<file path="src/hw/orrm_pkg.sv">
// Constants for the output relay routing matrix
// What this block does
// - Relay F always follows the low-set stage start signal.
// - Relay A always follows the low-set stage trip signal.
// - Relay B always follows the high-set stage trip signal.
// - Switch 1 set lets the external block input reach the stages.
// - Relay D ORs high start, low start, high trip via switches 2-4.
// - Relay C ORs high trip (switch 5) and low trip (switch 7).
// - Switch 6 adds high trip to A; switch 8 adds low trip to B.
// - Signalling output (relay C) activates on high trip with switch 5 set, low trip with switch 7 set.
// - First start output (relay D) activates on high trip or either stage start only as routed by switches 2-4.
// - Second start changeover leaves rest position while low stage starts.
// - Alarm coil held energized while healthy; fault or power loss alarms.
// - Stage starts above threshold, trips when its delay then expires.
package orrm_pkg;

    // ************************************************************
    // Switch positions, bit 0 is switch 1
    // ************************************************************
    localparam int SW_COUNT       = 8;
    localparam int SW_BLOCK_ROUTE = 0;
    localparam int SW_HS_START_D  = 1;
    localparam int SW_LS_START_D  = 2;
    localparam int SW_HS_TRIP_D   = 3;
    localparam int SW_HS_TRIP_C   = 4;
    localparam int SW_HS_TRIP_A   = 5;
    localparam int SW_LS_TRIP_C   = 6;
    localparam int SW_LS_TRIP_B   = 7;
    localparam logic [SW_COUNT-1:0] SW_FACTORY = 8'hFF;

    // ************************************************************
    // Stage indices and sizes
    // ************************************************************
    localparam int STAGE_COUNT = 2;
    localparam int STAGE_LOW   = 0;
    localparam int STAGE_HIGH  = 1;
    localparam int CUR_WIDTH   = 16;
    localparam int DLY_WIDTH   = 24;

    // ************************************************************
    // Reset values
    // ************************************************************
    localparam logic RELAY_RESET = 1'b0;
    localparam logic COIL_RESET  = 1'b0;

    typedef enum logic [1:0] {
        ORRM_IDLE    = 2'b00,
        ORRM_STARTED = 2'b01,
        ORRM_TRIPPED = 2'b10
    } orrm_stage_t;

endpackage : orrm_pkg

</file>
<file path="src/hw/orrm_matrix.sv">
// Stage timing, blocking and output relay routing matrix
`timescale 1ns/100ps
`default_nettype none
module orrm_matrix #(
    parameter int CUR_W = orrm_pkg::CUR_WIDTH,
    parameter int DLY_W = orrm_pkg::DLY_WIDTH
) (
    input  wire logic                          clk,
    input  wire logic                          rst_n,
    input  wire logic                          clkEn,
    input  wire logic [CUR_W-1:0]              neutralCurrent,
    input  wire logic [CUR_W-1:0]              lowStartLevel,
    input  wire logic [CUR_W-1:0]              highStartLevel,
    input  wire logic [DLY_W-1:0]              lowDelayCycles,
    input  wire logic [DLY_W-1:0]              highDelayCycles,
    input  wire logic [orrm_pkg::SW_COUNT-1:0] outputRoutingSwitches,
    input  wire logic                          blockLowEn,
    input  wire logic                          blockHighEn,
    input  wire logic                          externalBlockInput,
    input  wire logic                          internalFault,
    output logic                               relayA,
    output logic                               relayB,
    output logic                               relayC,
    output logic                               relayD,
    output logic                               relayF,
    output logic                               startTwoNormal,
    output logic                               startTwoActive,
    output logic                               alarmCoil,
    output logic                               alarmHealthyContact,
    output logic                               alarmFaultContact,
    output logic                               lowStart,
    output logic                               lowTrip,
    output logic                               highStart,
    output logic                               highTrip,
    output logic                               blockActive
);
    import orrm_pkg::*;

    // ************************************************************
    // Elaboration checks
    // ************************************************************
    generate
        if (CUR_W < 1 || DLY_W < 1) begin : g_chk
            $error("orrm_matrix: widths must be at least 1");
        end
    endgenerate

    // ************************************************************
    // Pin input synchronisation
    // ************************************************************
    logic blockSync;

    orrm_sync #(
        .WIDTH (1)
    ) u_sync (
        .clk     (clk),
        .rst_n   (rst_n),
        .clkEn   (clkEn),
        .asyncIn (externalBlockInput),
        .syncOut (blockSync)
    );

    // ************************************************************
    // Blocking path
    // ************************************************************
    logic                   blockRouted;
    logic [STAGE_COUNT-1:0] stageBlocked;

    // Switch cleared leaves the stages deaf to the block input
    assign blockRouted = blockSync
                       & outputRoutingSwitches[SW_BLOCK_ROUTE];
    assign stageBlocked[STAGE_LOW]  = blockRouted & blockLowEn;
    assign stageBlocked[STAGE_HIGH] = blockRouted & blockHighEn;

    always_ff @(posedge clk or negedge rst_n) begin
        if (!rst_n) begin
            blockActive <= RELAY_RESET;
        end else if (clkEn) begin
            blockActive <= blockRouted;
        end
    end

    // ************************************************************
    // Definite time stages
    // ************************************************************
    logic [CUR_W-1:0]       startLevel [STAGE_COUNT];
    logic [DLY_W-1:0]       delayCycles[STAGE_COUNT];
    logic [STAGE_COUNT-1:0] stageStart;
    logic [STAGE_COUNT-1:0] stageTrip;

    assign startLevel[STAGE_LOW]   = lowStartLevel;
    assign startLevel[STAGE_HIGH]  = highStartLevel;
    assign delayCycles[STAGE_LOW]  = lowDelayCycles;
    assign delayCycles[STAGE_HIGH] = highDelayCycles;

    genvar s;
    generate
        for (s = 0; s < STAGE_COUNT; s++) begin : g_stage
            orrm_stage_t      state_q;
            orrm_stage_t      state_d;
            logic [DLY_W-1:0] count_q;
            logic             over;

            assign over = (neutralCurrent > startLevel[s])
                        & ~stageBlocked[s];

            always_comb begin
                state_d = state_q;
                case (state_q)
                    ORRM_IDLE: begin
                        if (over) begin
                            state_d = ORRM_STARTED;
                        end
                    end
                    ORRM_STARTED: begin
                        if (!over) begin
                            state_d = ORRM_IDLE;
                        end else if (count_q >= delayCycles[s]) begin
                            state_d = ORRM_TRIPPED;
                        end
                    end
                    ORRM_TRIPPED: begin
                        if (!over) begin
                            state_d = ORRM_IDLE;
                        end
                    end
                    default: begin
                        state_d = ORRM_IDLE;
                    end
                endcase
            end

            always_ff @(posedge clk or negedge rst_n) begin
                if (!rst_n) begin
                    state_q <= ORRM_IDLE;
                end else if (clkEn) begin
                    state_q <= state_d;
                end
            end

            // Saturates so a long fault cannot wrap and drop the trip
            always_ff @(posedge clk or negedge rst_n) begin
                if (!rst_n) begin
                    count_q <= '0;
                end else if (clkEn) begin
                    if (state_d != ORRM_STARTED) begin
                        count_q <= '0;
                    end else if (count_q != {DLY_W{1'b1}}) begin
                        count_q <= count_q + 1'b1;
                    end
                end
            end

            // Block forces the stage idle, so both outputs drop
            assign stageStart[s] = (state_q != ORRM_IDLE) & over;
            assign stageTrip[s]  = (state_q == ORRM_TRIPPED) & over;
        end
    endgenerate

    // ************************************************************
    // Routing matrix
    // ************************************************************
    logic lsStart;
    logic hsStart;
    logic lsTrip;
    logic hsTrip;
    logic relayAD;
    logic relayBD;
    logic relayCD;
    logic relayDD;
    logic relayFD;

    assign lsStart = stageStart[STAGE_LOW];
    assign hsStart = stageStart[STAGE_HIGH];
    assign lsTrip  = stageTrip[STAGE_LOW];
    assign hsTrip  = stageTrip[STAGE_HIGH];

    // Fixed wiring has no switch term at all
    assign relayFD = lsStart;
    assign relayAD = lsTrip
                   | (hsTrip & outputRoutingSwitches[SW_HS_TRIP_A]);
    assign relayBD = hsTrip
                   | (lsTrip & outputRoutingSwitches[SW_LS_TRIP_B]);
    assign relayCD = (hsTrip & outputRoutingSwitches[SW_HS_TRIP_C])
                   | (lsTrip & outputRoutingSwitches[SW_LS_TRIP_C]);
    assign relayDD = (hsStart & outputRoutingSwitches[SW_HS_START_D])
                   | (lsStart & outputRoutingSwitches[SW_LS_START_D])
                   | (hsTrip  & outputRoutingSwitches[SW_HS_TRIP_D]);

    // ************************************************************
    // Relay drivers
    // ************************************************************
    // Registered so every contact changes on the same edge
    always_ff @(posedge clk or negedge rst_n) begin
        if (!rst_n) begin
            relayA <= RELAY_RESET;
            relayB <= RELAY_RESET;
            relayC <= RELAY_RESET;
            relayD <= RELAY_RESET;
            relayF <= RELAY_RESET;
        end else if (clkEn) begin
            relayA <= relayAD;
            relayB <= relayBD;
            relayC <= relayCD;
            relayD <= relayDD;
            relayF <= relayFD;
        end
    end

    // Changeover: normal side closed at rest
    always_ff @(posedge clk or negedge rst_n) begin
        if (!rst_n) begin
            startTwoNormal <= 1'b1;
            startTwoActive <= 1'b0;
        end else if (clkEn) begin
            startTwoNormal <= ~relayFD;
            startTwoActive <= relayFD;
        end
    end

    // ************************************************************
    // Self-supervision
    // ************************************************************
    // Fail-safe: coil drops in reset and on any fault
    always_ff @(posedge clk or negedge rst_n) begin
        if (!rst_n) begin
            alarmCoil           <= COIL_RESET;
            alarmHealthyContact <= COIL_RESET;
            alarmFaultContact   <= ~COIL_RESET;
        end else if (clkEn) begin
            alarmCoil           <= ~internalFault;
            alarmHealthyContact <= ~internalFault;
            alarmFaultContact   <= internalFault;
        end
    end

    // ************************************************************
    // Stage status
    // ************************************************************
    always_ff @(posedge clk or negedge rst_n) begin
        if (!rst_n) begin
            lowStart  <= RELAY_RESET;
            lowTrip   <= RELAY_RESET;
            highStart <= RELAY_RESET;
            highTrip  <= RELAY_RESET;
        end else if (clkEn) begin
            lowStart  <= lsStart;
            lowTrip   <= lsTrip;
            highStart <= hsStart;
            highTrip  <= hsTrip;
        end
    end

endmodule : orrm_matrix
`default_nettype wire

</file>
<file path="src/hw/orrm_sync.sv">
// Two-flop synchroniser bank for pin inputs
`timescale 1ns/100ps
`default_nettype none
module orrm_sync #(
    parameter int WIDTH = 1
) (
    input  wire logic             clk,
    input  wire logic             rst_n,
    input  wire logic             clkEn,
    input  wire logic [WIDTH-1:0] asyncIn,
    output logic      [WIDTH-1:0] syncOut
);

    logic [WIDTH-1:0] meta_q;

    generate
        if (WIDTH < 1) begin : g_chk
            $error("orrm_sync: WIDTH must be at least 1");
        end
    endgenerate

    // First stage is read only by the second
    always_ff @(posedge clk or negedge rst_n) begin
        if (!rst_n) begin
            meta_q  <= '0;
            syncOut <= '0;
        end else if (clkEn) begin
            meta_q  <= asyncIn;
            syncOut <= meta_q;
        end
    end

endmodule : orrm_sync
`default_nettype wire

</file>
<file path="config.mk">
export PLATFORM = sky130hd
export DESIGN_NAME = orrm_matrix
export DESIGN_NICKNAME = d
export VERILOG_FILES = /design/src/hw/orrm_pkg.sv /design/src/hw/orrm_matrix.sv /design/src/hw/orrm_sync.sv
export SDC_FILE = /design/constraint.sdc
export NUM_CORES = 1
export LEC_CHECK = 0
export ABC_AREA = 1
export BUFFER_PORTS_ARGS = -buffer_cell sky130_fd_sc_hd__buf_2
export CORE_MARGIN = 2
export CORE_UTILIZATION = 53
export CTS_CLUSTER_SIZE = 24
export DETAILED_ROUTE_END_ITERATION = 10
export GPL_TIMING_DRIVEN = 0
export PLACE_DENSITY = 0.77
export SYNTH_ARGS = -nofsm -noshare
export SYNTH_HDL_FRONTEND = slang
export SYNTH_SLANG_ARGS = --single-unit
</file>
<file path="constraint.sdc">
create_clock -name clk -period 2.5 [get_ports clk]
set_clock_uncertainty 0.15 [all_clocks]
set_input_delay 0.25 -clock clk [delete_from_list [all_inputs] [get_ports clk]]
set_output_delay 0.25 -clock clk [all_outputs]
set_load 0.01 [all_outputs]
</file>
; ---- Word-level counts from Yosys, hierarchy flattened
; Index checks and enable logic that the tools add are counted.
[totals]
word_cells = 79
input_bits = 111
register_bits = 66
[classes]
eq_ne = 8
mux = 14
n_bitwise = 25
magnitude_cmp = 4
add_sub_neg = 2
reduce_logical = 8
[op_table]
columns = op, count
row1 = 2-to-1 mux 24 bit, 4
row2 = "adder 24 x 1 -> 24 bit, second input constant", 2
row3 = >= comparator 24 bit, 2
row4 = "inequality test 24 bit, second input constant", 2
row5 = > comparator 16 bit, 2
row6 = bitwise AND 1 bit, 16
row7 = 2-to-1 mux 2 bit, 8
row8 = one-hot mux 2 bit (3 select lines), 2
row9 = nonzero test 2 bit, 4
row10 = bitwise OR 1 bit, 5
row11 = "equality test 2 x 1 -> 1 bit, second input constant", 2
row12 = "equality test 2 bit, second input constant", 2
row13 = zero test 2 bit, 2
row14 = "inequality test 2 x 1 -> 1 bit, second input constant", 2
row15 = NOT 1 bit, 4
row16 = AND reduction 2 bit, 2

; ---- Logic depth before layout (Yosys ltp)
[logic_depth]
word_depth = 9
mapped_depth = 18
ltp_nobuf = 17

; ---- Modules after synthesis
; Synthesis repeated with hierarchy kept, for this count alone.
[hier_totals]
cells_unflattened = 951
hier_area_um2 = 6248.5
[by_module_without_submodules]
columns = module, instances, area_each_um2, cells_each, seq_area_each_um2
row1 = orrm_matrix, 1, 6172.2, 942, 1604.0
row2 = orrm_sync, 1, 76.3, 9, 50.0

; ---- Least setup slack after synthesis
; No wires, ideal clock.
[synth_timing]
path_kind = reg2reg
from = reg g_stage[1].count_q[23]
to = reg g_stage[1].count_q[12]
setup_time_ns = 0.066
setup_slack_ns = 0.411
path_stages_with_launch = 13
period_less_slack_ns = 2.089
t_arrival_ns = 1.873
cell_sequence = dfrtp_1 ha_1 nand2_1 nand2_1 o21bai_1 nor2_1 nand2_1 nor2_1 nor2_1 nor2_1 buf_4 nand4_1 nand2_1
[synth_via]
elab_chain_len = 7
[synth_lines]
columns = item, line_no
row1 = start: declaration, orrm_matrix.sv:101  ; logic [DLY_W-1:0] count_q;
row2 = start signal: assignment, orrm_matrix.sv:149  ; count_q <= count_q + 1'b1;
row3 = >= comparator 24 bit, orrm_matrix.sv:118  ; end else if (count_q >= delayCycles[s]) begin
row4 = 2-to-1 mux 2 bit, orrm_matrix.sv:118
row5 = 2-to-1 mux 2 bit, orrm_matrix.sv:116  ; if (!over) begin
row6 = one-hot mux 2 bit (3 select lines), orrm_matrix.sv:109  ; case (state_q)
row7 = inequality test 2 x 1 -> 1 bit, orrm_matrix.sv:146  ; if (state_d != ORRM_STARTED) begin
row8 = nonzero test 2 bit (no line), n/a
row9 = AND reduction 2 bit (no line), n/a
; Parallel ways exist; a longest one is shown, timed or not.
; A chain may end at the register's enable or synchronous reset.

; ---- Worst setup path after layout
[layout_timing]
from = reg g_stage[0].count_q[23]
to = reg g_stage[0].count_q[21]
[layout_via]
elab_chain_len = 7
[layout_lines]
columns = item, line_no
row1 = start: declaration, orrm_matrix.sv:101
row2 = start signal: assignment, orrm_matrix.sv:149
row3 = >= comparator 24 bit, orrm_matrix.sv:118
row4 = 2-to-1 mux 2 bit, orrm_matrix.sv:118
row5 = 2-to-1 mux 2 bit, orrm_matrix.sv:116
row6 = one-hot mux 2 bit (3 select lines), orrm_matrix.sv:109
row7 = inequality test 2 x 1 -> 1 bit, orrm_matrix.sv:146
row8 = nonzero test 2 bit (no line), n/a
row9 = AND reduction 2 bit (no line), n/a
; Parallel ways exist; a longest one is shown, timed or not.

==> impl_metrics.csv <==
group,metric,value,unit
yosys,yosysWarnings,0,
clocking,clkTransAtPathRegs,0.06,ns
floorplanning,rows,39,
critical_path,critPathRequiredTime,2.57,ns
layout,seqCellArea,0.00166,mm²
clocking,insertion_delay,0.34,ns
timing,fin_crit,2.32,ns
timing,max_slew.worst_pin.slew,0.855,ns
clocking,cts_tree,"yes",
drt,dr.pass1.iters,4,
global_route,grt_pass1_vias,5893,
drt,via_per_inst,5.04,
drt,drtIter0Drc,393,
clocking,cts.path.max_buffers,2,
critical_path,critPathKind,"reg2reg",
power_and_ir_drop,p_per_area,394,mW/mm²
floorplanning,die_h,113,µm
global_route,antenna_found_initial,0,
critical_path,critical_path.max_stage_delay,0.46,ns
yosys,ys_seq_area_frac,0.261,
layout,n_fill_cell,1101,
power_and_ir_drop,p_leak,0.00454,µW
drt,drcViolationCount,0,
floorplanning,dieWidth,113,µm
critical_path,worstSetupStartpointType,"register",
placed_design,gp_routability_congestion,0.938,
drt,ant_nets,0,
layout,syn2layout_area_growth,18.5,%
critical_path,critPathSlowestCell,"dfrtp_1",
critical_path,path_depth,12,
critical_path,critPathMostFrequentCell,"nand2_1",
critical_path,path_delay_family,"simple AND/OR/NAND/NOR gates",
status,status,"finished clean",
yosys,yosys_most_used_dff,"dfrtp_1",
yosys,synth_top_area_frac,0.253,
clocking,clock_sinks,66,
layout,multi_input_area,0.00388,mm²
global_route,grt_first_pass_wirelength,26200,µm
drt,routed_wl,15600,µm
placed_design,port_buffers,124,
global_route,overflow,0,
layout,utilization,0.649,
timing,drv_slew,0,
critical_path,crit_buf_inv,1,
yosys,synth_edf_count,0,
timing,max_clock_freq,0.430,GHz
timing,period_share,0.929,
layout,num_antenna_cells,0,
worst_hold_path,hold_path_class,"in2reg",
timing,relSlewSlack,0.430,
layout,fin_nets,1301,
power_and_ir_drop,ir_worst_vdd,398,µV
yosys,synthTopCellsByArea,"dfrtp_1 (25%), nand2_1 (18%), ha_1 (16%), inv_1 (11%), nor2_1 (5.4%)",
critical_path,rr_worst_depth,12,
yosys,synth_area,0.00634,mm²
run,cap_viol_max_count,0,
floorplanning,io_pins,126,
timing,rsz0062_at_grt,"false",
yosys,yosysTopAreaCell,"dfrtp_1",
drt,wire_per_inst,12.4,µm
yosys,syn_inst,970,
critical_path,worst-path-max-fanout,9,
clocking,numCtsBuffers,9,
floorplanning,fp.dieArea,0.0129,mm²
yosys,async_flop_share,1.00,
worst_hold_path,holdPathStages,3,
placed_design,place_ws,-0.0801,ns
critical_path,path_cells,"ha_1, nand2_1, nor2_2, nand2_1, nor3_1, nand2_1, nand2_1, nand2_1, nand2_2, nand2_4, inv_4, nor2_1",
floorplanning,start_util,0.548,
yosys,synth.avg_cell_area,6.54,µm²
floorplanning,core,0.0116,mm²
yosys,ys_seq_elements,66,
drt,dr_total_vias,6335,
timing,setup_ws,0.177,ns
timing,hold_violations,0,
critical_path,endpoint_kind,"register",
clocking,clock-root-buffer,"clkbuf_16",
timing,setup_violations,0,
global_route,track_usage,0.250,
placed_design,hpwl,12600,µm
yosys,synth_nets,1163,
clocking,htree_levels,3,
layout,drive_gt1_frac,0.161,
global_route,grt_start_max_net_pins,67,
yosys,synth_cell_types,36,
critical_path,crit_arrival,2.39,ns
-- state kept, by name, indices dropped and copies added, names as in the netlist --
name / cells
lowTrip: 1
lowStart: 1
g_stage.state_q: 4
u_sync.meta_q: 1
blockActive: 1
u_sync.syncOut: 1
alarmFaultContact: 1
highTrip: 1
relayB: 1
relayA: 1
highStart: 1
g_stage.count_q: 48
relayC: 1
alarmHealthyContact: 1
startTwoNormal: 1
relayD: 1
-- routing by layer --
layer  wire [µm]  up-vias  GRT usage
li1            -     3329          -
met1        7490     2804      0.340
met2        7030      188      0.420
met3         834       14     0.0319
met4         194        0     0.0724
met5           0        -          0
-- path summary, 6_finish.rpt --
path                                                from                     end  slack, ns
worst min-delay path            outputRoutingSwitches[7]                  relayB       0.01
worst min register to register         alarmFaultContact       alarmFaultContact       0.32
worst max-delay path              g_stage[0].count_q[23]  g_stage[0].count_q[21]       0.18
min in group asynchronous                          rst_n   g_stage[0].count_q[5]       0.41
max in group asynchronous                          rst_n   g_stage[1].count_q[0]       1.21
worst max register to register    g_stage[0].count_q[23]  g_stage[0].count_q[21]       0.18
-- worst register-to-register path: stages, from the launching register on --
cell and delay (ns):
dfrtp_1 0.46, ha_1 0.33, nand2_1 0.08, nor2_2 0.15, nand2_1 0.08, nor3_1 0.20
nand2_1 0.13, nand2_1 0.07, nand2_1 0.09, nand2_2 0.14, nand2_4 0.12, inv_4 0.14
nor2_1 0.07
-- through the flow --
stage               hold WS [ns]  instances  area (µm²)  total power (µW)  setup TNS [ns]
floorplan                 -0.196        970        6340              1480               0
finish                    0.0145       1256        7510              2960               0
global route              0.0511       1256        7510              3110               0
global placement           0.300       1237        7140              1690           -1.33
CTS                      0.00798       1256        7470              2960               0
detailed placement         0.274       1237        7140              1700           -1.05
-- cell usage after synthesis, types with 3 or more instances --
cell and number:
buf_4 7, inv_2 3, nand2_1 296, buf_1 4
nor2_1 92, nand3_1 56, a21oi_1 30, o21a_1 5
o21ai_0 13, xnor2_1 7, buf_2 3, a21o_1 3
inv_1 189, nand4_1 46, nand2_2 5, ha_1 82
nor3_1 19, dfrtp_1 64, xor2_1 19
-- placed cells by master (no fill, tap or decap), types with 3 or more instances in the layout --
cell and count:
dfrtp_1 63, clkbuf_16 9, nand4_1 46, xor2_1 19
a21o_1 3, nand3_1 55, nand2_2 6, xnor2_1 7
nor2_1 89, inv_2 3, dlygate4sd3_1 3, buf_1 4
ha_1 81, o21a_1 5, nor3_1 19, a21oi_1 30
buf_4 8, nor2_2 4, inv_1 189, clkinvlp_4 4
nand2_1 294, buf_2 126, o21ai_0 13
-- area by class of cell --
type | instances | area share
tap | 143 | 0.0238
clock buffer | 9 | 0.0300
timing repair buffer | 127 | 0.0870
clock inverter | 7 | 0.00933
inverter | 194 | 0.0973
sequential | 66 | 0.220
multi-input combinational | 692 | 0.517
buffer | 18 | 0.0150
-- logic make-up (layout without fill, tap and decap cells) --
| family | Yosys count | after routing | share of synthesized area |
|---|---|---|---|
| flops | 66 | 66 | 0.261 |
| compound gates | 56 | 56 | 0.0497 |
| simple gates | 528 | 528 | 0.359 |
| xor+xnor | 26 | 26 | 0.0359 |
| fa+ha+maj | 82 | 82 | 0.162 |
| buf+inv | 212 | 355 | 0.133 |
-- report_power, final --
part | switching (µW) | leakage (µW) | internal [µW]
Sequential | 38.2 | 0.000897 | 1110
Combinational | 325 | 0.00351 | 231
Clock | 490 | 0.000133 | 767
-- timing repair --
item                                    4_1_cts  5_1_grt
resized for setup                             2       11
cloned                                        0        0
endpoints found under the hold margin        66        0
setup buffers                                 0        0
hold buffers                                  3        0
endpoints found under the setup margin       29       43
Note: power is estimated with default switching activity, not from simulation.
